<file path="src/fmr_pkg.sv">
// Package: register map, reset values and function codes of the I/O mapping bank
package fmr_pkg;

  // ==========================================================================
  // Register offsets (word addresses on the parameter port)
  localparam logic [15:0] FMR_OFS_AI_SEL     = 16'h25c0;
  localparam logic [15:0] FMR_OFS_AI_SCALE   = 16'h2600;
  localparam logic [15:0] FMR_OFS_AI_READ    = 16'h2640;
  localparam logic [15:0] FMR_OFS_THERM_READ = 16'h28c0;
  localparam logic [15:0] FMR_OFS_DIN1_SEL   = 16'h2ac0;
  localparam logic [15:0] FMR_OFS_DIN2_SEL   = 16'h2ac1;
  localparam logic [15:0] FMR_OFS_DIN3_SEL   = 16'h2ac2;
  localparam logic [15:0] FMR_OFS_RLY_NC_SEL = 16'h2d40;
  localparam logic [15:0] FMR_OFS_RLY_NO1_SEL = 16'h2d42;
  localparam logic [15:0] FMR_OFS_RLY_NO2_SEL = 16'h2d43;
  localparam logic [15:0] FMR_OFS_CTRL       = 16'h2e00;
  localparam logic [15:0] FMR_OFS_IRQ_STAT   = 16'h2e01;
  localparam logic [15:0] FMR_OFS_IRQ_MASK   = 16'h2e02;

  // ==========================================================================
  // Control register fields
  localparam int FMR_CTRL_USER_PROG_BIT = 0;
  localparam int FMR_CTRL_THERM_EN_BIT  = 1;
  // Interrupt status / mask fields
  localparam int FMR_IRQ_THERM_BIT = 0;
  localparam int FMR_IRQ_DIN_BIT   = 1;
  localparam int FMR_IRQ_BADSEL_BIT = 2;

  // ==========================================================================
  // Reset values
  localparam logic [15:0] FMR_RST_AI_SEL   = 16'h0000;
  localparam logic [15:0] FMR_RST_AI_SCALE = 16'h0000;
  localparam logic [15:0] FMR_RST_DIN1_SEL = 16'h0118;
  localparam logic [15:0] FMR_RST_DIN2_SEL = 16'h0000;
  localparam logic [15:0] FMR_RST_DIN3_SEL = 16'h011f;
  localparam logic [15:0] FMR_RST_RLY_NC   = 16'h0247;
  localparam logic [15:0] FMR_RST_RLY_NO1  = 16'h024c;
  localparam logic [15:0] FMR_RST_RLY_NO2  = 16'h024e;
  localparam logic [1:0]  FMR_RST_CTRL     = 2'h0;

  // ==========================================================================
  // Function codes
  localparam logic [15:0] FMR_FN_OFF           = 16'h0000;
  localparam logic [15:0] FMR_FN_END_OF_LIST   = 16'h03e7;
  localparam logic [15:0] FMR_FN_CUR_LIMIT     = 16'h01a4;
  localparam logic [15:0] FMR_FN_SHEAR_PIN     = 16'h01af;
  localparam logic [15:0] FMR_FN_OVERLOAD      = 16'h01b9;
  localparam logic [15:0] FMR_FN_START_STOP    = 16'h0118;
  localparam logic [15:0] FMR_FN_RAMP_FREEZE   = 16'h011d;
  localparam logic [15:0] FMR_FN_FAULT_RESET   = 16'h011f;
  localparam logic [15:0] FMR_FN_ENERGY_SAVING = 16'h014a;
  localparam logic [15:0] FMR_FN_EXT_TRIP      = 16'h0127;
  localparam logic [15:0] FMR_ST_READY         = 16'h0245;
  localparam logic [15:0] FMR_ST_ENABLED       = 16'h0246;
  localparam logic [15:0] FMR_ST_ERROR         = 16'h0247;
  localparam logic [15:0] FMR_ST_RUNNING       = 16'h024c;
  localparam logic [15:0] FMR_ST_START_DONE    = 16'h024e;
  localparam logic [15:0] FMR_ST_CUR_LIMIT     = 16'h024f;
  localparam logic [15:0] FMR_ST_ES_ACTIVE     = 16'h0253;

  // ==========================================================================
  // Analogue and thermistor figures
  localparam logic [10:0] FMR_ADC_FULL_SCALE = 11'h400;
  localparam int          FMR_ADC_SHIFT      = 10;
  localparam logic [15:0] FMR_SCALE_MAX      = 16'h4000;
  localparam logic [10:0] FMR_THERM_TRIP     = 11'h190;
  localparam logic [10:0] FMR_THERM_OPEN     = 11'h400;

endpackage : fmr_pkg

</file>
<file path="src/fmr_in_sync.sv">
// Field-input synchroniser with agreement filter, and the interface that carries it
`timescale 1ns/10ps
`default_nettype none

// ============================================================================
// Raw pins in, filtered levels out
interface fmr_sync_if;
  logic [2:0] raw;
  logic [2:0] clean;
  modport sync (input raw, output clean);
  modport user (output raw, input clean);
endinterface : fmr_sync_if

// ============================================================================
// Three stages; a new level is taken only when stages two and three agree
module fmr_in_sync (
  // Clock and control
  input  wire logic ref_clk,
  input  wire logic reset,
  input  wire logic clk_en,
  // Pins
  fmr_sync_if.sync  pins
);
  typedef struct packed {
    logic [2:0] s1;
    logic [2:0] s2;
    logic [2:0] s3;
    logic [2:0] clean;
  } fmr_sync_state_t;

  fmr_sync_state_t st_ff;
  fmr_sync_state_t nxt_st;

  // Shift chain; first stage feeds only the second
  always_comb begin
    nxt_st       = st_ff;
    nxt_st.s1    = pins.raw;
    nxt_st.s2    = st_ff.s1;
    nxt_st.s3    = st_ff.s2;
    for (int i = 0; i < 3; i++) begin
      if (st_ff.s2[i] == st_ff.s3[i]) begin
        nxt_st.clean[i] = st_ff.s3[i];
      end
    end
  end

  // State register, frozen while the clock enable is low
  always_ff @(posedge ref_clk) begin
    if (reset) begin
      st_ff <= '0;
    end else if (clk_en) begin
      st_ff <= nxt_st;
    end
  end

  assign pins.clean = st_ff.clean;

endmodule : fmr_in_sync

`default_nettype wire

</file>
<file path="src/fmr_io_map.sv">
// I/O function mapping register bank of the soft starter
//
// Our own choice: the address-and-strobe port.
`timescale 1ns/10ps
`default_nettype none

module fmr_io_map
  import fmr_pkg::*;
(
  // Clock, reset, enable
  input  wire logic        ref_clk,
  input  wire logic        reset,
  input  wire logic        clk_en,
  // Parameter port
  input  wire logic [15:0] reg_addr,
  input  wire logic [15:0] reg_wdata,
  input  wire logic        reg_wr,
  input  wire logic        reg_rd,
  output logic      [15:0] reg_rdata,
  // Converter samples (same clock)
  input  wire logic [10:0] adc_code,
  input  wire logic [10:0] therm_code,
  // Digital input pins: first, second, third
  input  wire logic [2:0]  din_pin,
  // Starter status levels
  input  wire logic        stat_ready,
  input  wire logic        stat_enabled,
  input  wire logic        stat_error,
  input  wire logic        stat_running,
  input  wire logic        stat_start_complete,
  input  wire logic        stat_current_limit,
  input  wire logic        stat_energy_saving_active,
  // Mapped functions
  output logic             fn_start_stop,
  output logic             fn_ramp_freeze,
  output logic             fn_fault_reset,
  output logic             fn_energy_saving_mode,
  output logic             fn_external_trip_input,
  // Analogue-driven levels
  output logic      [15:0] ai_level,
  output logic      [2:0]  ai_target,
  // Thermal protection
  output logic             therm_trip,
  // Relays: NC, first NO, second NO
  output logic      [2:0]  relay_out,
  // Interrupt
  output logic             irq
);

  // ==========================================================================
  // State
  typedef struct packed {
    logic [15:0]      ai_sel;
    logic [15:0]      ai_scale;
    logic [10:0]      ai_read;
    logic [10:0]      therm_read;
    logic [2:0][15:0] din_sel;
    logic [2:0][15:0] rly_sel;
    logic [1:0]       ctrl;
    logic [2:0]       irq_stat;
    logic [2:0]       irq_mask;
    logic [15:0]      rdata;
    logic [2:0]       din_prev;
    logic [4:0]       fn;
    logic [2:0]       relay;
    logic [15:0]      ai_level;
    logic [2:0]       ai_target;
    logic             trip;
  } fmr_state_t;

  fmr_state_t st_ff;
  fmr_state_t nxt_st;

  fmr_sync_if din_if ();
  assign din_if.raw = din_pin;

  // Pins come from the field, so they cross into our clock first
  fmr_in_sync u_din_sync (
    .ref_clk (ref_clk),
    .reset   (reset),
    .clk_en  (clk_en),
    .pins    (din_if.sync)
  );

  // ==========================================================================
  // Helpers

  // Listed input function codes; anything else counts as unassigned
  function automatic logic [4:0] din_decode(input logic [15:0] code);
    logic [4:0] f;
    f = 5'h00;
    unique case (code)
      FMR_FN_START_STOP:    f[0] = 1'b1;
      FMR_FN_RAMP_FREEZE:   f[1] = 1'b1;
      FMR_FN_FAULT_RESET:   f[2] = 1'b1;
      FMR_FN_ENERGY_SAVING: f[3] = 1'b1;
      FMR_FN_EXT_TRIP:      f[4] = 1'b1;
      default:              f    = 5'h00;
    endcase
    return f;
  endfunction : din_decode

  // Status selected for one relay; unlisted codes keep it open
  function automatic logic relay_pick(input logic [15:0] code, input logic [6:0] s);
    logic r;
    r = 1'b0;
    unique case (code)
      FMR_ST_READY:      r = s[0];
      FMR_ST_ENABLED:    r = s[1];
      FMR_ST_ERROR:      r = s[2];
      FMR_ST_RUNNING:    r = s[3];
      FMR_ST_START_DONE: r = s[4];
      FMR_ST_CUR_LIMIT:  r = s[5];
      FMR_ST_ES_ACTIVE:  r = s[6];
      default:           r = 1'b0;
    endcase
    return r;
  endfunction : relay_pick

  // Codes a selector may legally hold
  function automatic logic sel_listed(input logic [15:0] code);
    return (code == FMR_FN_OFF) || (din_decode(code) != 5'h00) ||
           (relay_pick(code, 7'h7f)) || (code == FMR_FN_CUR_LIMIT) ||
           (code == FMR_FN_SHEAR_PIN) || (code == FMR_FN_OVERLOAD);
  endfunction : sel_listed

  // ==========================================================================
  // Combinational datapath
  logic [6:0]  status_vec;
  logic [2:0]  din_clean;
  logic [10:0] adc_clamped;
  logic [26:0] ai_product;
  logic        wr_ok;
  logic        user_prog;
  logic [2:0][15:0] din_eff;

  assign status_vec = {stat_energy_saving_active, stat_current_limit, stat_start_complete,
                       stat_running, stat_error, stat_enabled, stat_ready};
  assign din_clean  = din_if.clean;
  // Converter never exceeds full scale; clamp protects against a wild sample
  assign adc_clamped = (adc_code > FMR_ADC_FULL_SCALE) ? FMR_ADC_FULL_SCALE : adc_code;
  assign ai_product  = st_ff.ai_read * st_ff.ai_scale;
  assign wr_ok       = reg_wdata <= FMR_FN_END_OF_LIST;
  assign user_prog   = st_ff.ctrl[FMR_CTRL_USER_PROG_BIT];

  // Fixed assignments stand unless control is user-programmable
  always_comb begin
    din_eff[0] = user_prog ? st_ff.din_sel[0] : FMR_RST_DIN1_SEL;
    din_eff[1] = user_prog ? st_ff.din_sel[1] : FMR_RST_DIN2_SEL;
    din_eff[2] = user_prog ? st_ff.din_sel[2] : FMR_RST_DIN3_SEL;
  end

  // Next-state logic: register writes, reads, mapping and events
  always_comb begin
    nxt_st = st_ff;

    // Readings sampled every cycle
    nxt_st.ai_read    = adc_clamped;
    nxt_st.therm_read = (therm_code > FMR_THERM_OPEN) ? FMR_THERM_OPEN : therm_code;

    // Analogue target and proportional level
    unique case (st_ff.ai_sel)
      FMR_FN_CUR_LIMIT: nxt_st.ai_target = 3'b001;
      FMR_FN_SHEAR_PIN: nxt_st.ai_target = 3'b010;
      FMR_FN_OVERLOAD:  nxt_st.ai_target = 3'b100;
      default:          nxt_st.ai_target = 3'b000;
    endcase
    nxt_st.ai_level = ai_product[FMR_ADC_SHIFT +: 16];

    // Thermistor trip only when enabled by software
    nxt_st.trip = st_ff.ctrl[FMR_CTRL_THERM_EN_BIT] &&
                  (st_ff.therm_read > FMR_THERM_TRIP);

    // Mapped input functions
    nxt_st.fn = 5'h00;
    for (int i = 0; i < 3; i++) begin
      if (din_clean[i]) begin
        nxt_st.fn = nxt_st.fn | din_decode(din_eff[i]);
      end
    end
    nxt_st.din_prev = din_clean;

    // Relay drive
    for (int i = 0; i < 3; i++) begin
      nxt_st.relay[i] = relay_pick(st_ff.rly_sel[i], status_vec);
    end

    // Register writes; selectors above end of list are refused
    if (reg_wr) begin
      unique case (reg_addr)
        FMR_OFS_AI_SEL:      if (wr_ok) nxt_st.ai_sel = reg_wdata;
        FMR_OFS_AI_SCALE: begin
          nxt_st.ai_scale = (reg_wdata > FMR_SCALE_MAX) ? FMR_SCALE_MAX : reg_wdata;
        end
        FMR_OFS_DIN1_SEL:    if (wr_ok) nxt_st.din_sel[0] = reg_wdata;
        FMR_OFS_DIN2_SEL:    if (wr_ok) nxt_st.din_sel[1] = reg_wdata;
        FMR_OFS_DIN3_SEL:    if (wr_ok) nxt_st.din_sel[2] = reg_wdata;
        FMR_OFS_RLY_NC_SEL:  if (wr_ok) nxt_st.rly_sel[0] = reg_wdata;
        FMR_OFS_RLY_NO1_SEL: if (wr_ok) nxt_st.rly_sel[1] = reg_wdata;
        FMR_OFS_RLY_NO2_SEL: if (wr_ok) nxt_st.rly_sel[2] = reg_wdata;
        FMR_OFS_CTRL:        nxt_st.ctrl = reg_wdata[1:0];
        FMR_OFS_IRQ_MASK:    nxt_st.irq_mask = reg_wdata[2:0];
        default: ;
      endcase
    end

    // Read data, valid in the following cycle only
    nxt_st.rdata = 16'h0000;
    if (reg_rd) begin
      unique case (reg_addr)
        FMR_OFS_AI_SEL:      nxt_st.rdata = st_ff.ai_sel;
        FMR_OFS_AI_SCALE:    nxt_st.rdata = st_ff.ai_scale;
        FMR_OFS_AI_READ:     nxt_st.rdata = {5'h00, st_ff.ai_read};
        FMR_OFS_THERM_READ:  nxt_st.rdata = {5'h00, st_ff.therm_read};
        FMR_OFS_DIN1_SEL:    nxt_st.rdata = st_ff.din_sel[0];
        FMR_OFS_DIN2_SEL:    nxt_st.rdata = st_ff.din_sel[1];
        FMR_OFS_DIN3_SEL:    nxt_st.rdata = st_ff.din_sel[2];
        FMR_OFS_RLY_NC_SEL:  nxt_st.rdata = st_ff.rly_sel[0];
        FMR_OFS_RLY_NO1_SEL: nxt_st.rdata = st_ff.rly_sel[1];
        FMR_OFS_RLY_NO2_SEL: nxt_st.rdata = st_ff.rly_sel[2];
        FMR_OFS_CTRL:        nxt_st.rdata = {14'h0000, st_ff.ctrl};
        FMR_OFS_IRQ_STAT:    nxt_st.rdata = {13'h0000, st_ff.irq_stat};
        FMR_OFS_IRQ_MASK:    nxt_st.rdata = {13'h0000, st_ff.irq_mask};
        default:             nxt_st.rdata = 16'h0000;
      endcase
      // Reading the status clears it; fresh events below still land
      if (reg_addr == FMR_OFS_IRQ_STAT) begin
        nxt_st.irq_stat = 3'h0;
      end
    end

    // Sticky events: set wins over the read-clear of the same cycle
    if (nxt_st.trip && !st_ff.trip) begin
      nxt_st.irq_stat[FMR_IRQ_THERM_BIT] = 1'b1;
    end
    if (din_clean != st_ff.din_prev) begin
      nxt_st.irq_stat[FMR_IRQ_DIN_BIT] = 1'b1;
    end
    // A stored but unlisted selector is harmless, yet worth flagging
    if (reg_wr && wr_ok && !sel_listed(reg_wdata) &&
        (reg_addr == FMR_OFS_AI_SEL || reg_addr == FMR_OFS_DIN1_SEL ||
         reg_addr == FMR_OFS_DIN2_SEL || reg_addr == FMR_OFS_DIN3_SEL ||
         reg_addr == FMR_OFS_RLY_NC_SEL || reg_addr == FMR_OFS_RLY_NO1_SEL ||
         reg_addr == FMR_OFS_RLY_NO2_SEL)) begin
      nxt_st.irq_stat[FMR_IRQ_BADSEL_BIT] = 1'b1;
    end
  end

  // ==========================================================================
  // State register; defaults load on reset
  always_ff @(posedge ref_clk) begin
    if (reset) begin
      st_ff            <= '0;
      st_ff.ai_sel     <= FMR_RST_AI_SEL;
      st_ff.ai_scale   <= FMR_RST_AI_SCALE;
      st_ff.din_sel[0] <= FMR_RST_DIN1_SEL;
      st_ff.din_sel[1] <= FMR_RST_DIN2_SEL;
      st_ff.din_sel[2] <= FMR_RST_DIN3_SEL;
      st_ff.rly_sel[0] <= FMR_RST_RLY_NC;
      st_ff.rly_sel[1] <= FMR_RST_RLY_NO1;
      st_ff.rly_sel[2] <= FMR_RST_RLY_NO2;
      st_ff.ctrl       <= FMR_RST_CTRL;
    end else if (clk_en) begin
      st_ff <= nxt_st;
    end
  end

  // ==========================================================================
  // Outputs
  assign reg_rdata              = st_ff.rdata;
  assign fn_start_stop          = st_ff.fn[0];
  assign fn_ramp_freeze         = st_ff.fn[1];
  assign fn_fault_reset         = st_ff.fn[2];
  assign fn_energy_saving_mode  = st_ff.fn[3];
  assign fn_external_trip_input = st_ff.fn[4];
  assign ai_level               = st_ff.ai_level;
  assign ai_target              = st_ff.ai_target;
  assign therm_trip             = st_ff.trip;
  assign relay_out              = st_ff.relay;
  // Level interrupt from unmasked sticky bits
  assign irq                    = |(st_ff.irq_stat & st_ff.irq_mask);
endmodule : fmr_io_map

`default_nettype wire

</file>
<file path="config.mk">
export PLATFORM = sky130hd
export DESIGN_NAME = fmr_io_map
export DESIGN_NICKNAME = d
export VERILOG_FILES = /design/src/fmr_pkg.sv /design/src/fmr_in_sync.sv /design/src/fmr_io_map.sv
export SDC_FILE = /design/constraint.sdc
export NUM_CORES = 1
export LEC_CHECK = 0
export CORE_MARGIN = 4
export CORE_UTILIZATION = 65
export CTS_CLUSTER_DIAMETER = 80
export DETAILED_ROUTE_END_ITERATION = 10
export DONT_BUFFER_PORTS = 1
export GPL_TIMING_DRIVEN = 0
export PLACE_DENSITY = 0.78
export SLEW_MARGIN = 25
export SYNTH_ARGS = -nofsm -noshare
export SYNTH_HDL_FRONTEND = slang
export SYNTH_HIERARCHICAL = 1
export SYNTH_SLANG_ARGS = --single-unit
</file>
<file path="constraint.sdc">
create_clock -name ref_clk -period 7.65 [get_ports ref_clk]
set_clock_uncertainty 0.2 [all_clocks]
set_input_delay 2.295 -clock ref_clk [delete_from_list [all_inputs] [get_ports ref_clk]]
set_output_delay 2.295 -clock ref_clk [all_outputs]
set_load 0.005 [all_outputs]
</file>
==> run metrics <==
max_cap viols 0; Horiz. Die Dim 161.1 um; setup TNS 0 ps; Fmax roughly 150 MHz; drc violations 0; CP max stage cell clkbuf_1; top_reg_cell synth dfxtp_1; met3 Usage GRT 0.09747; XOR/XNOR Fraction of Synth Area 0.01149; Buffers on Ports 0; WL per Instance 22.42 um; largest net degree at the start of global routing 14; drt first pass iters 9; portion of netlist area occupied by mux cells 0.05902; hold buffers post-CTS 0; Post-Synth Simple-Gate Area 0.2338; layout cells sized above 1 0.06513; grt met2 use 0.5232; GRT Total Usage 0.3588; clk sinks 217; Synth Instances 1739; worst path bufs/invs 5; gr ovfl total 0; DIE AREA 0.02596 sq mm; CTS tree built; CP max stage delay 520 ps; Setup crit end kind register; sequential area share after synthesis 0.2850; Pwr Density between 100 and 150 mW/mm^2; share of the synthesized area in the top cell type 0.2850; GRT busiest layer met1; delay-heaviest family, CP adder cells; Ports 114; leading area contributor after synthesis dfxtp_1; met1 Use GR 0.5239; nets 2016; DIE HEIGHT 161.1 um; Synth area leaders dfxtp_1 (29%), fa_1 (16%), mux2i_1 (5.4%), and2_1 (5.0%), ha_1 (4.8%); P&R area growth vs syn 7.561%; Synth Area in Adders 0.2100; CP max FO 10; Critical Path Source Type register; fin. max-slew vios 0; Core ar. approximately 0.023 sq mm; leakage 0.006763 uW; Design Power 2399 uW; critical path type register to register; Post-Syn Area 0.01524 sq mm; DP Wirelength 36.58 mm; Post-Syn Area per Cell 8.765 sq um; count leader, synth dfxtp_1; CTS Buf Count 24; RSZ-0062 raised after global routing no; Peak supply drop 0.0001966 V; crit path DAT about 7000 ps; Least-Margin Pin Slew 1008 ps; worst reg-to-reg setup slack 830 ps; cell mode on critical path fa_1; Hold WC Path Type register to register; CP required 7850 ps; Initial Util 0.6671; initial antenna violation count 2; period utilisation layout 0.8918; final WL 46.97 mm; Antenna Nets Post-Route 0; final setup vio count 0; largest family of logic cells by synthesized area simple AND/OR/NAND/NOR gates; Detailed Route Iter0 Violations 1776; status finished, final reports clean; critical path, cell by cell clkbuf_1 > clkbuf_1 > nand2_1 > fa_1 > fa_1 > inv_1 > fa_1 > fa_1 > inv_1 > fa_1 > inv_1 > ha_1 > nand3_1 > nor3_1 > o211ai_1 > a211oi_1 > o21ai_0 > a21boi_0 > o21ai_0 > a32o_1; CTS Root Cell clkbuf_16; EDFF count, synth 0; clk slew on worst S/H paths 60 ps; setup bufs post-CTS 0; Max-slew headroom 0.3106; CTS Buffer Depth 3; Yosys reg bits 217; Synth Area in Compound Gates 0.1128; Synth Warn # 6; Final Hold Violating Endpoints 0; post-layout min period 6822 ps; fraction of registers with async set/reset 0; synth cell count leaders dfxtp_1 (217), nand2_1 (193), nor2_1 (180), inv_1 (159); # H-tree levels 1; Yosys cell types 79; gpl congestion 0.9645; DR vias/cell approximately 6.3; post-synth net total 1990; num rows 55; first-pass GRT wire length approximately 73 mm; vias in the first global route 12.78k; post_cts resized 0; via count approximately 13k; latest clock arrival within the worst-skew pair just over 500 ps; Fillers 1900
-- layout make-up --
class	instances	area, sq um	share of cell area
multi-input cells	1219	9560	0.5831
well taps	313	391.6	0.02389
clock buffers	36	686.9	0.04190
diodes	1	2.502	0.0001526
plain buffers	144	743.2	0.04533
inverters	159	596.8	0.03640
clock inverters	6	68.82	0.004198
flip-flops and latches	217	4344	0.2650
-- state kept, by name, indices dropped and copies added (netlist names), 3 cells and up --
register,flops
u_din_sync/st_ff,3
relay_out,3
ai_target,3
reg_rdata,16
u_din_sync/nxt_st,6
ai_level,16
st_ff,161
u_din_sync/pins.clean,3
-- metrics by stage --
step	setup slack, ps	cells	hold slack (ps)	util	area [sq um]
finish	827.7	2095	249.2	0.7176	16390
global route	269.1	2095	271.3	0.7176	16390
CTS	844.5	2094	252.5	0.7175	16390
detailed placement	892.1	2052	242.5	0.6844	15640
global placement	998.1	2052	235.7	0.6843	15630
floorplan	2005	1739	225.8	-	15240
-- tightest hold or removal path, stage by stage (launching register included) --
cell and delay, ps:
dfxtp_1 310, nand2_1 50, o21ai_1 50
-- where the power goes --
group	internal (uW)	leakage, uW	total [uW]	switching [uW]
sequential	1140	0.00175	1150	10.9
clock	656	0.000370	1120	469
combinational	32.4	0.00464	124	92.0
total	1830	0.00676	2400	571
-- cell families after synthesis --
family                   count (synthesis)
AND/OR/NAND/NOR                        700
buffers and inverters                  303
AO/OA/AOI/OAI                          230
flip-flops                             217
adder cells (fa/ha/maj)                182
multiplexers                            87
XOR/XNOR                                20
-- metal layers --
layer / vias to the layer above / part of all wire
met4: 0 / 0.036
met5: - / 0
met2: 872 / 0.42
met3: 116 / 0.14
met1: 6334 / 0.41
li1: 5884 / -
-- final timing paths --
kind | from | to | cells past startpoint
worst max-delay path | st_ff[165] | ai_level[13] | 20
worst min-delay path | reg_rdata[11] | reg_rdata[11] | 2
worst max register to register | st_ff[165] | ai_level[13] | 20
worst min register to register | reg_rdata[11] | reg_rdata[11] | 2
-- cell usage in the layout (no fill, tap or decap), types with 24 or more instances in the layout --
| master | Yosys | final |
|---|---|---|
| mux2i_1 | 82 | 82 |
| a211o_1 | 24 | 24 |
| clkbuf_1 | 79 | 88 |
| nor2b_1 | 35 | 35 |
| a222oi_1 | 29 | 29 |
| clkbuf_16 | 0 | 25 |
| and2_1 | 123 | 123 |
| nor3_1 | 29 | 29 |
| buf_4 | 43 | 43 |
| inv_1 | 159 | 159 |
| nand2_1 | 193 | 193 |
| fa_1 | 123 | 123 |
| dfxtp_1 | 217 | 217 |
| nor2_1 | 180 | 179 |
| ha_1 | 59 | 59 |
| a21oi_1 | 47 | 47 |
Note: power is estimated with default switching activity, not from simulation.
